### config.mk
export PLATFORM = sky130hd
export DESIGN_NAME = hip_port
export DESIGN_NICKNAME = d
export VERILOG_FILES = /design/src/hw/hip_pkg.sv /design/src/hw/hip_sync.sv /design/src/hw/hip_swap.sv /design/src/hw/hip_port.sv
export SDC_FILE = /design/constraint.sdc
export NUM_CORES = 1
export LEC_CHECK = 0
export BUFFER_PORTS_ARGS = -buffer_cell sky130_fd_sc_hd__buf_2
export CORE_AREA = 5 5 199 201
export DETAILED_ROUTE_END_ITERATION = 12
export DIE_AREA = 0 0 204 206
export MAX_ROUTING_LAYER = met4
export PLACE_DENSITY_LB_ADDON = 0.25
export SLEW_MARGIN = 10
export SYNTH_ARGS = -nofsm -noshare
export SYNTH_HDL_FRONTEND = slang
export SYNTH_SLANG_ARGS = --single-unit
### constraint.sdc
create_clock -name mclk -period 4.3 [get_ports mclk]
set_input_delay 0.215 -clock mclk [delete_from_list [all_inputs] [get_ports mclk]]
set_output_delay 0.215 -clock mclk [all_outputs]
set_load 0.03 [all_outputs]
### src/hw/hip_pkg.sv
// Purpose: shared constants, types and lane helpers of the host index port
// Assumes: 32-bit internal words, 8- or 16-bit host data
// Notes: host offsets are byte addresses of the indexed map
package hip_pkg;
  // host map byte offsets
  localparam logic [4:0] OFS_IDX0 = 5'h00;
  localparam logic [4:0] OFS_DATA0 = 5'h04;
  localparam logic [4:0] OFS_IDX1 = 5'h08;
  localparam logic [4:0] OFS_DATA1 = 5'h0c;
  localparam logic [4:0] OFS_IDX2 = 5'h10;
  localparam logic [4:0] OFS_DATA2 = 5'h14;
  localparam logic [4:0] OFS_FIFO = 5'h18;
  localparam logic [4:0] OFS_CFG = 5'h1c;
  // reset values
  localparam logic [15:0] IDX_RESET = 16'h1234;
  localparam logic [3:0] CFG_RESET = 4'h0;
  // byte-order field: bit per pair, fifo bit above them
  localparam int CFG_FIFO_BIT = 3;
  localparam int CFG_SHADOW_STEP = 8;

  // access target inside the map
  typedef enum logic [1:0] {
    TGT_IDX = 2'h0,
    TGT_DATA = 2'h1,
    TGT_FIFO = 2'h2,
    TGT_CFG = 2'h3
  } hip_tgt_t;

  // cycle state, gray along idle-read and idle-write
  typedef enum logic [1:0] {
    ST_IDLE = 2'b00,
    ST_READ = 2'b01,
    ST_WRITE = 2'b10
  } hip_state_t;

  // which register class an address hits
  function automatic hip_tgt_t tgt_of(input logic [4:0] a);
    case (a[4:2])
      OFS_IDX0[4:2], OFS_IDX1[4:2], OFS_IDX2[4:2]: tgt_of = TGT_IDX;
      OFS_DATA0[4:2], OFS_DATA1[4:2], OFS_DATA2[4:2]: tgt_of = TGT_DATA;
      OFS_FIFO[4:2]: tgt_of = TGT_FIFO;
      default: tgt_of = TGT_CFG;
    endcase
  endfunction

  // byte lanes touched by one host access
  function automatic logic [3:0] lane_be(input logic b16, input logic [1:0] a);
    if (b16) begin
      lane_be = a[1] ? 4'hc : 4'h3;
    end else begin
      lane_be = 4'h1 << a;
    end
  endfunction

  // host-side slice of a dword, low-aligned
  function automatic logic [15:0] lane_pick(input logic [31:0] d, input logic b16,
                                            input logic [1:0] a);
    if (b16) begin
      lane_pick = a[1] ? d[31:16] : d[15:0];
    end else begin
      lane_pick = {8'h00, d[8*a +: 8]};
    end
  endfunction

  // host data copied into every lane it may land in
  function automatic logic [31:0] lane_fill(input logic [15:0] d, input logic b16);
    lane_fill = b16 ? {2{d}} : {4{d[7:0]}};
  endfunction
endpackage

### src/hw/hip_sync.sv
// Purpose: three-stage pin synchroniser with agreement filter
// Assumes: inputs are asynchronous to mclk
// Notes: output moves only when stages two and three agree
`timescale 1ns/1ps
`default_nettype none
module hip_sync #(
  parameter int W = 1
) (
  input wire logic mclk, // system clock
  input wire logic nrst, // synchronous reset, low
  input wire logic [W-1:0] din, // raw pin levels
  output logic [W-1:0] dout // filtered levels
);
  logic [W-1:0] s1_q; // first stage, read only by s2
  logic [W-1:0] s2_q; // second stage
  logic [W-1:0] s3_q; // third stage
  logic [W-1:0] lvl_q; // accepted level
  logic [W-1:0] agree; // stages two and three match

  assign agree = ~(s2_q ^ s3_q);
  assign dout = lvl_q;

  // shift chain; a bit is taken once it has held for two samples
  always_ff @(posedge mclk) begin
    if (!nrst) begin
      s1_q <= '0;
      s2_q <= '0;
      s3_q <= '0;
      lvl_q <= '0;
    end else begin
      s1_q <= din;
      s2_q <= s1_q;
      s3_q <= s2_q;
      lvl_q <= (agree & s3_q) | (~agree & lvl_q);
    end
  end
endmodule
`default_nettype wire

### src/hw/hip_swap.sv
// Purpose: optional byte reversal of a dword and its lane enables
// Assumes: big selects big-endian view of the dword
// Notes: purely combinational
`timescale 1ns/1ps
`default_nettype none
module hip_swap (
  input wire logic big, // reverse bytes when high
  input wire logic [31:0] din, // dword in
  input wire logic [3:0] bein, // lane enables in
  output logic [31:0] dout, // dword out
  output logic [3:0] beout // lane enables out
);
  logic [31:0] rev_d; // bytes reversed
  logic [3:0] rev_be; // lanes reversed

  assign rev_d = {din[7:0], din[15:8], din[23:16], din[31:24]};
  assign rev_be = {bein[0], bein[1], bein[2], bein[3]};
  assign dout = big ? rev_d : din;
  assign beout = big ? rev_be : bein;
endmodule
`default_nettype wire

### src/hw/hip_port.sv
// Purpose: host parallel port, multiplexed address/data, indexed access
// Assumes: host pins asynchronous to mclk; internal memory answers on
//   mem_rdata while a read cycle is open; fifo data sits ready on fifo_rdata
// Notes: strobe and latch timing is resolved by pin synchronisers, so a
//   host cycle must last several mclk periods
`timescale 1ns/1ps
`default_nettype none
module hip_port
  import hip_pkg::*;
(
  input wire logic mclk, // system clock, 50 MHz
  input wire logic nrst, // synchronous reset, low
  input wire logic cfg_rw_enb, // 1: direction/enable signalling
  input wire logic cfg_bus16, // 1: 16-bit data bus
  input wire logic cfg_dual_phase, // 1: two-phase address latching
  input wire logic cfg_ale_qual, // 1: latches need cs active
  input wire logic cfg_pol_ale, // latch enables active level
  input wire logic cfg_pol_cs, // chip select active level
  input wire logic cfg_pol_rd, // read strobe or write-direction level
  input wire logic cfg_pol_wr, // write strobe or access_enable level
  input wire logic pin_cs, // chip select pin
  input wire logic pin_rd_dir, // read strobe or direction pin
  input wire logic pin_wr_en, // write strobe or access_enable pin
  input wire logic addr_latch_low, // low address latch enable
  input wire logic addr_latch_high, // high address latch enable
  input wire logic [15:0] ad_in, // address/data lines, in
  output logic [15:0] ad_out, // address/data lines, out
  output logic [1:0] ad_oe_n, // per-byte drive, low drives
  output logic mem_req, // internal access pulse
  output logic mem_we, // internal access is a write
  output logic [15:0] mem_addr, // internal byte address
  output logic [3:0] mem_be, // internal lane enables
  output logic [31:0] mem_wdata, // internal write data
  input wire logic [31:0] mem_rdata, // internal read data
  output logic fifo_wr, // push pulse, write fifo
  output logic [31:0] fifo_wdata, // push data
  output logic [3:0] fifo_be, // lanes of push or pop
  output logic fifo_rd, // pop pulse, read fifo
  input wire logic [31:0] fifo_rdata // head of read fifo
);
  // synchronised pins
  logic [20:0] raw; // pins into the synchroniser
  logic [20:0] syn; // filtered pin levels
  logic [15:0] ad_s; // filtered data lines
  logic cs_a; // chip select active
  logic rd_a; // read strobe active
  logic wr_a; // write strobe or enable active
  logic dir_wr; // direction line shows write
  logic alo_a; // low latch active
  logic ahi_a; // high latch active
  logic cyc_rd; // read cycle conditions hold
  logic cyc_wr; // write cycle conditions hold
  logic rd_go; // read cycle opens
  logic wr_go; // write cycle opens
  logic rd_end; // read cycle closes
  logic wr_end; // write cycle closes
  logic ale_ok; // latch pulses may be taken
  logic alo_fall; // low latch trailing edge
  logic ahi_fall; // high latch trailing edge
  // address and decode
  logic [4:0] eff_a; // map address seen by decode
  logic mapped; // upper address bits are zero
  hip_tgt_t tgt; // target class
  logic [1:0] pair; // pair number for index/data
  logic big; // byte order of the target
  logic [31:0] rd_native; // target dword, native order
  logic [31:0] rd_dw; // target dword, host order
  logic [15:0] rd_host; // host slice of the dword
  logic [31:0] wr_fill; // host data in all lanes
  logic [3:0] host_be; // lanes in host order
  logic [31:0] wr_dw; // write data, native order
  logic [3:0] nat_be; // lanes, native order
  logic [3:0] cfg_new; // config bits from a write
  logic [15:0] idx_sel; // index of the addressed pair
  logic [15:0] idx_new; // index after a write
  // registers
  hip_state_t state_q, state_d; // cycle state
  logic rdp_q; // previous cyc_rd
  logic wrp_q; // previous cyc_wr
  logic alop_q; // previous low latch level
  logic ahip_q; // previous high latch level
  logic [7:0] alo_q; // latched low address byte
  logic [7:0] ahi_q; // latched high address byte
  logic [15:0] wd_q; // last data seen in a write
  logic [15:0] idx_q [3]; // index pointers
  logic [3:0] cfg_q; // byte-order bits, pairs then fifo
  logic [15:0] ad_out_q; // read data on the lines
  logic [1:0] ad_oe_n_q; // line drive, low drives
  logic mem_req_q, mem_we_q; // internal access
  logic [15:0] mem_addr_q; // internal address
  logic [3:0] mem_be_q; // internal lanes
  logic [31:0] mem_wdata_q; // internal write data
  logic fifo_wr_q, fifo_rd_q; // fifo pulses
  logic [31:0] fifo_wdata_q; // fifo push data
  logic [3:0] fifo_be_q; // fifo lanes

  assign raw = {addr_latch_high, addr_latch_low, pin_cs, pin_rd_dir, pin_wr_en, ad_in};

  hip_sync #(.W(21)) u_sync (
    .mclk(mclk),
    .nrst(nrst),
    .din(raw),
    .dout(syn)
  );

  // pin levels against their programmed active level
  assign ad_s = syn[15:0];
  assign wr_a = syn[16] == cfg_pol_wr;
  assign rd_a = syn[17] == cfg_pol_rd;
  assign dir_wr = rd_a;
  assign cs_a = syn[18] == cfg_pol_cs;
  assign alo_a = syn[19] == cfg_pol_ale;
  assign ahi_a = syn[20] == cfg_pol_ale;

  // cycle framing; cs dropping also ends a cycle, as cs moves only with the strobe
  assign cyc_rd = cfg_rw_enb ? (cs_a & wr_a & ~dir_wr) : (cs_a & rd_a);
  assign cyc_wr = cfg_rw_enb ? (cs_a & wr_a & dir_wr) : (cs_a & wr_a);
  // previous levels reset high so an active-low pin stuck active at reset opens nothing
  assign rd_go = cyc_rd & ~rdp_q;
  assign wr_go = cyc_wr & ~wrp_q;
  assign rd_end = (state_q == ST_READ) & ~cyc_rd;
  assign wr_end = (state_q == ST_WRITE) & ~cyc_wr;

  // address latch edges
  assign ale_ok = ~cfg_ale_qual | cs_a;
  assign alo_fall = alop_q & ~alo_a & ale_ok;
  assign ahi_fall = ahip_q & ~ahi_a & ale_ok & cfg_dual_phase;

  // decode: 16-bit hosts carry no bit 0
  assign eff_a = cfg_bus16 ? {alo_q[4:1], 1'b0} : alo_q[4:0];
  assign mapped = (ahi_q == 8'h00) & (alo_q[7:5] == 3'h0);
  assign tgt = tgt_of(eff_a);
  assign pair = eff_a[4:3];
  assign idx_sel = (pair == 2'h3) ? 16'h0000 : idx_q[pair];
  // fifo and each pair carry their own order bit; config has none
  assign big = (tgt == TGT_FIFO) ? cfg_q[CFG_FIFO_BIT] :
               (tgt == TGT_CFG) ? 1'b0 : cfg_q[pair];

  // read source, config bits mirrored in every byte
  assign rd_native = ~mapped ? 32'h0000_0000 :
                     (tgt == TGT_IDX) ? {16'h0000, idx_sel} :
                     (tgt == TGT_DATA) ? mem_rdata :
                     (tgt == TGT_FIFO) ? fifo_rdata :
                     {4{4'h0, cfg_q}};

  hip_swap u_rd_swap (
    .big(big),
    .din(rd_native),
    .bein(4'h0),
    .dout(rd_dw),
    .beout()
  );

  assign rd_host = lane_pick(rd_dw, cfg_bus16, eff_a[1:0]);

  // write path: place host data in lanes, then undo the host byte order
  assign wr_fill = lane_fill(wd_q, cfg_bus16);
  assign host_be = lane_be(cfg_bus16, eff_a[1:0]);

  hip_swap u_wr_swap (
    .big(big),
    .din(wr_fill),
    .bein(host_be),
    .dout(wr_dw),
    .beout(nat_be)
  );

  // index bits above 15 are reserved and never stored
  assign idx_new = {nat_be[1] ? wr_dw[15:8] : idx_sel[15:8],
                    nat_be[0] ? wr_dw[7:0] : idx_sel[7:0]};

  // any written shadow copy of a bit sets it
  always_comb begin
    cfg_new = 4'h0;
    for (int j = 0; j < 4; j++) begin
      if (host_be[j]) begin
        cfg_new = cfg_new | wr_fill[CFG_SHADOW_STEP*j +: 4];
      end
    end
  end

  // cycle state machine
  always_comb begin
    state_d = state_q;
    case (state_q)
      ST_IDLE: begin
        if (rd_go) begin
          state_d = ST_READ;
        end else if (wr_go) begin
          state_d = ST_WRITE;
        end
      end
      ST_READ: begin
        if (~cyc_rd) begin
          state_d = ST_IDLE;
        end
      end
      ST_WRITE: begin
        if (~cyc_wr) begin
          state_d = ST_IDLE;
        end
      end
      default: state_d = ST_IDLE;
    endcase
  end

  // edge history and state
  always_ff @(posedge mclk) begin
    if (!nrst) begin
      state_q <= ST_IDLE;
      rdp_q <= 1'b1;
      wrp_q <= 1'b1;
      alop_q <= 1'b0;
      ahip_q <= 1'b0;
    end else begin
      state_q <= state_d;
      rdp_q <= cyc_rd;
      wrp_q <= cyc_wr;
      alop_q <= alo_a;
      ahip_q <= ahi_a;
    end
  end

  // address latches hold until the next latch pulse
  always_ff @(posedge mclk) begin
    if (!nrst) begin
      alo_q <= 8'h00;
      ahi_q <= 8'h00;
    end else if (alo_fall & ~cfg_dual_phase) begin
      alo_q <= ad_s[7:0];
      ahi_q <= ad_s[15:8];
    end else begin
      if (alo_fall) begin
        alo_q <= ad_s[7:0];
      end
      if (ahi_fall) begin
        ahi_q <= ad_s[7:0];
      end
    end
  end

  // write data follows the lines while the write is open
  always_ff @(posedge mclk) begin
    if (!nrst) begin
      wd_q <= 16'h0000;
    end else if (cyc_wr) begin
      wd_q <= ad_s;
    end
  end

  // index and config stores, taken when the write closes
  always_ff @(posedge mclk) begin
    if (!nrst) begin
      idx_q <= '{IDX_RESET, IDX_RESET, IDX_RESET};
      cfg_q <= CFG_RESET;
    end else if (wr_end & mapped) begin
      if ((tgt == TGT_IDX) & (pair != 2'h3)) begin
        idx_q[pair] <= idx_new;
      end
      if (tgt == TGT_CFG) begin
        cfg_q <= cfg_new;
      end
    end
  end

  // line drive: lower byte in any read, upper only on a 16-bit bus
  always_ff @(posedge mclk) begin
    if (!nrst) begin
      ad_out_q <= 16'h0000;
      ad_oe_n_q <= 2'b11;
    end else if (state_d == ST_READ) begin
      ad_out_q <= rd_host;
      ad_oe_n_q <= {~cfg_bus16, 1'b0};
    end else begin
      ad_out_q <= 16'h0000;
      ad_oe_n_q <= 2'b11;
    end
  end

  // internal access through a data window; read issued when the cycle opens
  always_ff @(posedge mclk) begin
    if (!nrst) begin
      mem_req_q <= 1'b0;
      mem_we_q <= 1'b0;
      mem_addr_q <= 16'h0000;
      mem_be_q <= 4'h0;
      mem_wdata_q <= 32'h0000_0000;
    end else begin
      mem_req_q <= 1'b0;
      if (mapped & (tgt == TGT_DATA) & ((state_q == ST_IDLE & rd_go) | wr_end)) begin
        mem_req_q <= 1'b1;
        mem_we_q <= wr_end;
        mem_addr_q <= idx_sel;
        mem_be_q <= nat_be;
        mem_wdata_q <= wr_dw;
      end
    end
  end

  // fifo port: push at write close, pop after the host has read
  always_ff @(posedge mclk) begin
    if (!nrst) begin
      fifo_wr_q <= 1'b0;
      fifo_rd_q <= 1'b0;
      fifo_wdata_q <= 32'h0000_0000;
      fifo_be_q <= 4'h0;
    end else begin
      fifo_wr_q <= wr_end & mapped & (tgt == TGT_FIFO);
      fifo_rd_q <= rd_end & mapped & (tgt == TGT_FIFO);
      if ((wr_end | rd_end) & mapped & (tgt == TGT_FIFO)) begin
        fifo_wdata_q <= wr_dw;
        fifo_be_q <= nat_be;
      end
    end
  end

  assign ad_out = ad_out_q;
  assign ad_oe_n = ad_oe_n_q;
  assign mem_req = mem_req_q;
  assign mem_we = mem_we_q;
  assign mem_addr = mem_addr_q;
  assign mem_be = mem_be_q;
  assign mem_wdata = mem_wdata_q;
  assign fifo_wr = fifo_wr_q;
  assign fifo_rd = fifo_rd_q;
  assign fifo_wdata = fifo_wdata_q;
  assign fifo_be = fifo_be_q;
endmodule
`default_nettype wire

==> out/results.tsv, run 1 <==
stage	metric	value	unit
outcome	status	finished clean	
detailed_routing	drt-wirelength-per-cell	18.5	µm
synth	syn_area	11100	µm²
setup_path	reg2reg_from	alo_q[3]	
timing	skew	10.5	ps
global_routing	use_met3	3.20	%
timing	setup_viol	0	
detailed_routing	wl	36000	µm
setup_path	worstSetupEndpoint	idx_q[37]	
floorplanning	io_pins	205	
synth	synth_cell_types	68	
synth	async_flop_share	0	%
timing	fin_ws	1150	ps
power_and_ir_drop	internal-power	3800	µW
global_routing	grt_util_met2	27.4	%
clock_tree	clkSlewWorstSetupHoldPaths	60	ps
power_and_ir_drop	ir_worst_vdd	0.374	mV
global_routing	grt_pass1_vias	9152	
detailed_routing	via_count	9656	
global_routing	grt.busiest_layer	met2	
synth	synth-seq-cells	252	
detailed_routing	via_per_inst	4.97	
synth	syn_inst	1262	
detailed_routing	drtIter0Drc	697	
power_and_ir_drop	power.density	372	nW/µm²
final_layout	fin_cells	1943	
setup_path	required	4720	ps
clock_tree	clock_tree.root_cell	clkbuf_16	
floorplanning	fp-row-count	71	
detailed_routing	ant_nets	0	
floorplanning	core-area	37400	µm²
synth	synth_seq_area_share	45.4	%
setup_path	crit_chain	buf_4, nand4b_1, o211ai_1, buf_4, mux2i_1, buf_4, mux2i_1, o211ai_1	
global_routing	antenna_found_initial	1	
setup_path	cp_slowest_cell	dfxtp_2	
synth	avgSynthCellArea	8.80	µm²
final_layout	utilization	35.8	%
timing	max_slew_margin	22.6	%
clock_tree	cts_resized	0	
placement	portBuffers	204	
setup_path	cp_max_fo	37	
placement	dp_hpwl	25900	µm
placement	placed_cells	1866	
timing	worst_slew_pin_slew	1160	ps
clock_tree	numCtsBuffers	29	
min_path	hold_class	input pin to flop	
synth	synth_edf_count	0	
floorplanning	die-area	42000	µm²
global_routing	grt_pass1_wl	54800	µm
setup_path	worstPathArrival	3560	ps
setup_path	path_common_cell	buf_4	
setup_path	slowest_delay	650	ps
synth	synthFlopType	dfxtp_1	
min_path	hp-start	nrst	
placement	place_ws	1240	ps
detailed_routing	dr.pass1.iters	5	
floorplanning	die_w	204	µm
clock_tree	cts_sinks	252	
power_and_ir_drop	pwr-share-comb	4.8	%
timing	hold_viol_final	0	
final_layout	drive_gt1_share	21.3	%
clock_tree	clk_latency	570	ps
global_routing	grt_use_total	16.9	%
power_and_ir_drop	pwr-share-clk	47.3	%
clock_tree	max-clock-path-buffers	3	
synth	syn_nets	1357	
global_routing	gr-usage-met1	22.0	%
setup_path	critical_path_class	flop to flop	
setup_path	ff2ff_path_depth	8	
placement	gp_congestion	0.889	
detailed_routing	route.detailed.drc	0	
clock_tree	cts_tree	built	
job	drv_cap	0	
power_and_ir_drop	power_leakage	0.00528	µW
clock_tree	cts.htree.levels	1	
timing	drv_slew	0	
global_routing	grt-ovfl-total	0	
floorplanning	start_util	29.7	%
setup_path	regToRegEndpoint	idx_q[37]	
final_layout	area_growth	20.6	%
final_layout	n_fill_cell	3877	
timing	fin_crit_sh	73.2	%
setup_path	startpoint	alo_q[3]	
power_and_ir_drop	p_sw	1180	µW
setup_path	r2r_slack	1150	ps
timing	rsz0062_at_grt	no	
setup_path	startpoint_type	flop	
floorplanning	dieHeight	206	µm
timing	layout_min_cycle_time	3150	ps
power_and_ir_drop	pwr-share-seq	47.8	%
synth	synth_warnings	0	
global_routing	grt_max_degree	93	
setup_path	crit_path_end_kind	flop	
power_and_ir_drop	swShare	23.7	%
final_layout	nNetsFinal	1503	
timing	max_freq	318	MHz
timing	tns	0	ps
==> final cells by class <==
cell class              instances  area (µm²)  share of cell area, %
multi-input cells             853        5310                   39.6
flip-flops and latches        252        5050                   37.7
repair buffers                245        1390                   10.3
clock buffers                  41         821                   6.12
well taps                     511         639                   4.77
inverters                      27         108                  0.803
clock inverters                13        92.6                  0.691
diodes                          1        2.50                 0.0187
==> Yosys cell counts, drive strengths merged (3+ instances only) <==
library cell,count,area share [%]
nor2b,3,0.17
and2,78,4.4
inv,26,0.88
o2111ai,7,0.61
mux2,15,1.5
and3,14,0.79
nand4,10,0.56
nand3b,3,0.20
o221ai,6,0.47
nand4b,8,0.63
mux2i,93,8.4
nand3,68,3.1
o211ai,34,2.3
clkbuf,59,2.0
a32oi,4,0.32
buf,71,4.1
o22ai,9,0.51
or4,4,0.27
or2,3,0.17
nor2,95,3.2
o41ai,3,0.24
dfxtp,252,45
xor2,5,0.39
nor3b,3,0.25
a21oi,64,2.9
nor4,7,0.51
a311oi,5,0.39
a31oi,14,0.79
nor3,15,0.72
o2bb2ai,4,0.32
a21o,4,0.27
a221oi,4,0.32
o21ai,79,3.6
a211oi,35,2.4
nand2b,8,0.45
nand2,126,4.3
==> critical path, delay by kind of cell, from the launching register on <==
| kind | cells | cell delay [ps] |
|---|---|---|
| buffers and inverters | 3 | 1060 |
| AO/OA/AOI/OAI | 2 | 360 |
| AND/OR/NAND/NOR | 1 | 300 |
| multiplexers | 2 | 620 |
| flip-flops | 1 | 650 |
==> worst min-delay path by stage <==
stage,depth (start not counted),to,slack [ps]
after floorplan,1,u_sync.s1_q[0],340
after global placement,1,u_sync.s2_q[4],410
after detailed placement,1,u_sync.s2_q[13],420
after CTS,2,rdp_q,30
after global routing,2,idx_q[12],60
final,2,idx_q[44],40
==> cell usage in the layout, fill, tap and decap left out, types with 24 or more instances in the layout <==
| cell | count |
|---|---|
| buf_2 | 203 |
| dfxtp_1 | 249 |
| o21ai_0 | 36 |
| nor2_1 | 95 |
| a21oi_1 | 63 |
| a211oi_1 | 34 |
| clkbuf_16 | 29 |
| inv_1 | 24 |
| o211ai_1 | 34 |
| and2_1 | 78 |
| mux2i_1 | 93 |
| o21ai_1 | 42 |
| nand2_1 | 125 |
| nand3_1 | 67 |
==> layer usage <==
layer / share of wire (%) / vias up
li1: - / 4751
met1: 44 / 4517
met2: 47 / 326
met3: 7.1 / 62
met4: 2.4 / 0
met5: 0 / -
==> cells by family (layout without fill, tap and decap cells) <==
group                     count (synthesis)  count (layout)  synth area share [%]
DFF                                     252             252                  45.4
other                                     0               1                     0
buffers and inverters                   157             326                  7.02
AOI/OAI and AO/OA                       286             286                  16.6
and+or+nand+nor                         451             451                  20.2
muxes                                   110             110                  10.3
xor gates and xnor gates                  6               6                 0.473
==> state kept, by name (all words and copies together) (netlist names), 2 cells and up, named ones only <==
signal       cells
ad_out          16
alo_q            8
idx_q           48
fifo_wdata      16
cfg_q            4
u_sync.s2_q     21
state_q          2
ahi_q            8
mem_wdata       16
wd_q            16
fifo_be          4
ad_oe_n          2
u_sync.s1_q     21
mem_addr        16
u_sync.s3_q     21
mem_be           4
==> stage by stage <==
stage	power [µW]	cell area (µm²)	hold slack [ps]
after floorplan	2560	11100	342
final	4980	13400	44.1
after global placement	2660	12300	414
after global routing	5160	13400	55.3
after CTS	5040	13400	27.4
after detailed placement	2660	12300	418
==> power by group through the flow <==
stage | sequential [µW] | combinational, µW | clock, µW
5_1_grt | 2380 | 263 | 2510
6_report | 2380 | 241 | 2360
2_1_floorplan | 2430 | 127 | 0
3_3_place_gp | 2430 | 225 | 0
3_5_place_dp | 2430 | 225 | 0
4_1_cts | 2380 | 241 | 2410
==> what timing repair did <==
action / 4_1_cts / 5_1_grt
endpoints found under the hold margin: 23 / 0
hold buffers: 22 / 0
setup buffers: 0 / 0
Power figures use the tool's default switching activity.
==> run 2: changes to the inputs <==
- clock period: 4.3 -> 2.65 ns (I/O delays scaled with it)
==> out/results.tsv, run 2 (same netlist as run 1, synthesis figures left out) <==
stage	metric	value	unit
timing	layout_min_cycle_time	2480	ps
final_layout	final_common_cell	dfxtp_1	
detailed_routing	drtIter0Drc	742	
global_routing	grt_pass1_wl	56000	µm
floorplanning	start_util	29.7	%
detailed_routing	route.detailed.drc	0	
timing	worst_slew_pin_slew	750	ps
setup_path	worstPathArrival	2890	ps
detailed_routing	dr.pass1.iters	6	
timing	hold_viol_final	0	
setup_path	required	3060	ps
detailed_routing	drt-wirelength-per-cell	18.6	µm
setup_path	critical_path_class	flop to flop	
clock_tree	cts.htree.levels	1	
power_and_ir_drop	ir_worst_vdd	0.451	mV
timing	skew	23.1	ps
power_and_ir_drop	power.density	590	nW/µm²
timing	tns	0	ps
final_layout	top_register	idx_q	
floorplanning	core-area	37400	µm²
floorplanning	die_w	204	µm
setup_path	startpoint_type	flop	
detailed_routing	ant_nets	0	
placement	portBuffers	204	
clock_tree	clock_tree.root_cell	clkbuf_16	
detailed_routing	wl	37000	µm
placement	gp_congestion	0.898	
placement	place_ws	225	ps
floorplanning	fp-row-count	71	
timing	max_slew_margin	50.0	%
placement	placed_cells	1915	
timing	fin_ws	174	ps
global_routing	grt-ovfl-total	0	
setup_path	cp_slowest_cell	dfxtp_2	
detailed_routing	via_count	9805	
clock_tree	max-clock-path-buffers	3	
final_layout	final_cell_mix	dfxtp_1, buf_2, nand2_1	
global_routing	antenna_found_initial	0	
final_layout	n_antenna_cell	0	
final_layout	fin_cells	1993	
timing	fin_crit_sh	93.4	%
final_layout	area_growth	25.0	%
clock_tree	numCtsBuffers	29	
floorplanning	die-area	42000	µm²
setup_path	cp_max_fo	14	
timing	fin_worst_hold_slack	30.9	ps
timing	rsz0062_at_grt	no	
final_layout	nNetsFinal	1554	
clock_tree	cts_tree	built	
setup_path	crit_path_end_kind	flop	
detailed_routing	via_per_inst	4.92	
min_path	hold_class	input pin to flop	
outcome	status	finished clean	
clock_tree	cts_sinks	252	
setup_path	slowest_delay	490	ps
global_routing	grt_max_degree	88	
clock_tree	cts_setup_buffers	0	
setup_path	crit_chain	mux2i_1, o211ai_1, nand2_1, mux2_2, mux2i_1, o211ai_1	
final_layout	drive_gt1_share	24.2	%
job	drv_cap	0	
final_layout	utilization	37.1	%
floorplanning	io_pins	205	
global_routing	grt_use_total	17.3	%
timing	max_freq	404	MHz
timing	setup_viol	0	
placement	dp_hpwl	27200	µm
global_routing	grt_pass1_vias	9153	
floorplanning	dieHeight	206	µm
timing	drv_slew	0	
final_layout	largest_reg_flops	48	
clock_tree	clkSlewWorstSetupHoldPaths	70	ps
power_and_ir_drop	power_leakage	0.00554	µW
clock_tree	clk_latency	560	ps
[run 2: cell count changes in the layout (fill, tap and decap cells not counted), moves of 2 or more]
| cell | change |
|---|---|
| clkinvlp_4 | +4 |
| clkinv_2 | -5 |
| clkbuf_8 | +4 |
| dlygate4sd3_1 | +2 |
| buf_12 | +5 |
| clkbuf_1 | -3 |
| buf_4 | +44 |
[run 2: report_power, final]
part	leakage, µW	switching (µW)	internal [µW]
combinational	0.00304	239	170
sequential	0.00204	23.4	3840
clock	0.000453	1650	2270
total	0.00554	1910	6280
[run 2: timing repair]
item,CTS,global route
resized for setup,0,1
setup endpoints to repair,0,1
hold endpoints to repair,26,0
hold buffers,24,0
[run 2: cell type report]
class / count / area (µm²)
fillers: 3893 / 23500
multi-input cells: 853 / 5310
flip-flops and latches: 252 / 5050
repair buffers: 296 / 1840
clock buffers: 42 / 865
well taps: 511 / 639
inverters: 27 / 108
clock inverters: 12 / 86.3
[run 2: worst paths after layout]
kind | startpoint | to | slack (ps) | cells past startpoint
worst max register to register | alo_q[4] | idx_q[2] | 170 | 6
worst min register to register | u_sync.s1_q[10] | u_sync.s2_q[10] | 430 | 1
worst min-delay path | fifo_rdata[6] | ad_out[14] | 30 | 4
worst max-delay path | alo_q[4] | idx_q[2] | 170 | 6
[run 2: per-layer routing]
metal	track usage (%)	wire length (µm)	share of wire, %	vias to the layer above
met5	-	0	0	-
met2	27.1	16800	45	330
met1	23.2	16500	45	4540
met4	5.84	1430	3.9	0
li1	-	-	-	4855
met3	2.54	2300	6.2	80
[run 2: per-stage QoR]
stage	instance area (µm²)	total power, µW
6_report	13900	8190
3_5_place_dp	12700	4330
2_1_floorplan	11100	4150
3_3_place_gp	12700	4330
4_1_cts	13900	8290
5_1_grt	13900	8520
[run 2: worst max-delay path: cells and delay by family, from the launching register on]
family,cells,cell delay [ps]
DFF,1,490
and+or+nand+nor,1,380
muxes,3,1070
AOI/OAI and AO/OA,2,380
==> run 3: changes to the inputs <==
- BUFFER_PORTS_ARGS: -buffer_cell sky130_fd_sc_hd__buf_2 -> not set
- DONT_BUFFER_PORTS: not set -> 1
==> out/results.tsv, run 3 (same netlist as run 1, synthesis figures left out) <==
stage	metric	value	unit
detailed_routing	via_per_inst	5.11	
setup_path	regToRegEndpoint	ad_out[5]	
power_and_ir_drop	power.density	642	nW/µm²
setup_path	critical_path_class	flop to flop	
final_layout	drive_gt1_share	11.3	%
setup_path	worstPathArrival	2880	ps
final_layout	final_common_cell	dfxtp_1	
setup_path	crit_chain	nand3b_1, o211ai_1, buf_4, nor3_1, nor4_1, nor3_1, a311oi_1	
placement	portBuffers	0	
clock_tree	cts.htree.levels	1	
timing	worst_slew_pin_slew	773	ps
setup_path	startpoint_type	flop	
global_routing	antenna_found_initial	1	
clock_tree	clkSlewWorstSetupHoldPaths	60	ps
detailed_routing	drtIter0Drc	616	
clock_tree	cts_sinks	252	
setup_path	required	3110	ps
floorplanning	core-area	37400	µm²
floorplanning	die-area	42000	µm²
floorplanning	dieHeight	206	µm
clock_tree	cts_resized	0	
placement	dp_hpwl	25900	µm
job	drv_cap	0	
final_layout	n_fill_cell	3887	
timing	tns	0	ps
floorplanning	fp-row-count	71	
placement	place_ws	316	ps
detailed_routing	ant_nets	0	
power_and_ir_drop	ir_worst_vdd	0.468	mV
clock_tree	numCtsBuffers	29	
setup_path	reg2reg_from	alo_q[3]	
clock_tree	max-clock-path-buffers	3	
final_layout	utilization	34.7	%
timing	setup_viol	0	
timing	skew	23.3	ps
setup_path	worstSetupEndpoint	ad_out[5]	
detailed_routing	drt-wirelength-per-cell	20.1	µm
final_layout	final_cell_mix	dfxtp_1, nand2_1, nor2_1	
detailed_routing	route.detailed.drc	0	
setup_path	ff2ff_path_depth	7	
global_routing	grt_max_degree	130	
detailed_routing	wl	36000	µm
clock_tree	cts_tree	built	
clock_tree	clock_tree.root_cell	clkbuf_16	
timing	rsz0062_at_grt	no	
setup_path	slowest_delay	550	ps
setup_path	path_common_cell	nor3_1	
timing	layout_min_cycle_time	2430	ps
timing	drv_slew	0	
setup_path	r2r_slack	220	ps
clock_tree	clk_latency	570	ps
final_layout	area_growth	16.8	%
floorplanning	start_util	29.7	%
placement	gp_congestion	0.841	
floorplanning	io_pins	205	
final_layout	largest_reg_flops	48	
global_routing	grt_pass1_vias	8623	
setup_path	crit_path_end_kind	flop	
timing	max_freq	412	MHz
floorplanning	die_w	204	µm
detailed_routing	dr.pass1.iters	5	
timing	max_slew_margin	48.4	%
final_layout	top_register	idx_q	
timing	fin_crit_sh	91.5	%
global_routing	grt-ovfl-total	0	
outcome	status	finished clean	
global_routing	grt_pass1_wl	53900	µm
setup_path	cp_slowest_cell	dfxtp_2	
timing	hold_viol_final	0	
power_and_ir_drop	power_leakage	0.00462	µW
detailed_routing	via_count	9164	
timing	fin_ws	224	ps
min_path	hold_class	input pin to flop	
final_layout	nNetsFinal	1356	
setup_path	cp_max_fo	35	
setup_path	startpoint	alo_q[3]	
global_routing	grt_use_total	16.8	%
[run 3: cell types whose count changed in the layout (fill, tap and decap cells not counted), sizes merged]
cell / delta
inv: +1
buf: -208
dlygate4sd3: +10
bufinv: +3
diode: +1
clkinv: -2
clkinvlp: -6
[run 3: per-layer routing]
metal  routed length, µm  GRT usage [%]
met5                   0              -
met4                 720           4.04
met3                2610           3.37
met2               16800           27.3
met1               15800           21.7
[run 3: how the worst min path moves through the flow]
stage / startpoint / to / cells after the start
floorplan: ad_in[0] / u_sync.s1_q[0] / 1
finish: fifo_rdata[30] / ad_out[6] / 3
global route: mem_rdata[29] / ad_out[13] / 4
CTS: fifo_rdata[30] / ad_out[6] / 3
global placement: nrst / idx_q[12] / 1
detailed placement: nrst / idx_q[28] / 1
[run 3: layout make-up]
cell class	count	area, µm²	area share [%]
tap	511	639	4.93
timing repair buffer	98	891	6.86
inverter	27	106	0.819
antenna	1	2.50	0.0193
sequential	252	5050	38.9
multi-input combinational	853	5310	40.9
clock inverter	8	134	1.03
clock buffer	42	855	6.58
[run 3: critical path, delay by kind of cell, from the launching register on]
kind / cells / cell delay, ps
buf+inv: 1 / 440
compound gates: 2 / 620
simple gates: 4 / 690
flops: 1 / 550
[run 3: power by group]
group,switching (µW),internal (µW)
clock,1620,2520
combinational,206,125
sequential,27.6,3840
[run 3: stage by stage]
stage               hold slack (ps)  cell area (µm²)  instances  power [µW]
finish                         33.0            13000       1792        8340
global route                   64.8            13000       1792        8620
CTS                            2.58            13000       1791        8450
detailed placement              236            11600       1706        4210
global placement                233            11600       1706        4200
floorplan                       260            11100       1262        4150
[run 3: repair_timing]
item,4_1_cts,5_1_grt
hold buffers,35,0
hold endpoints to repair,154,0
buffers inserted,0,0
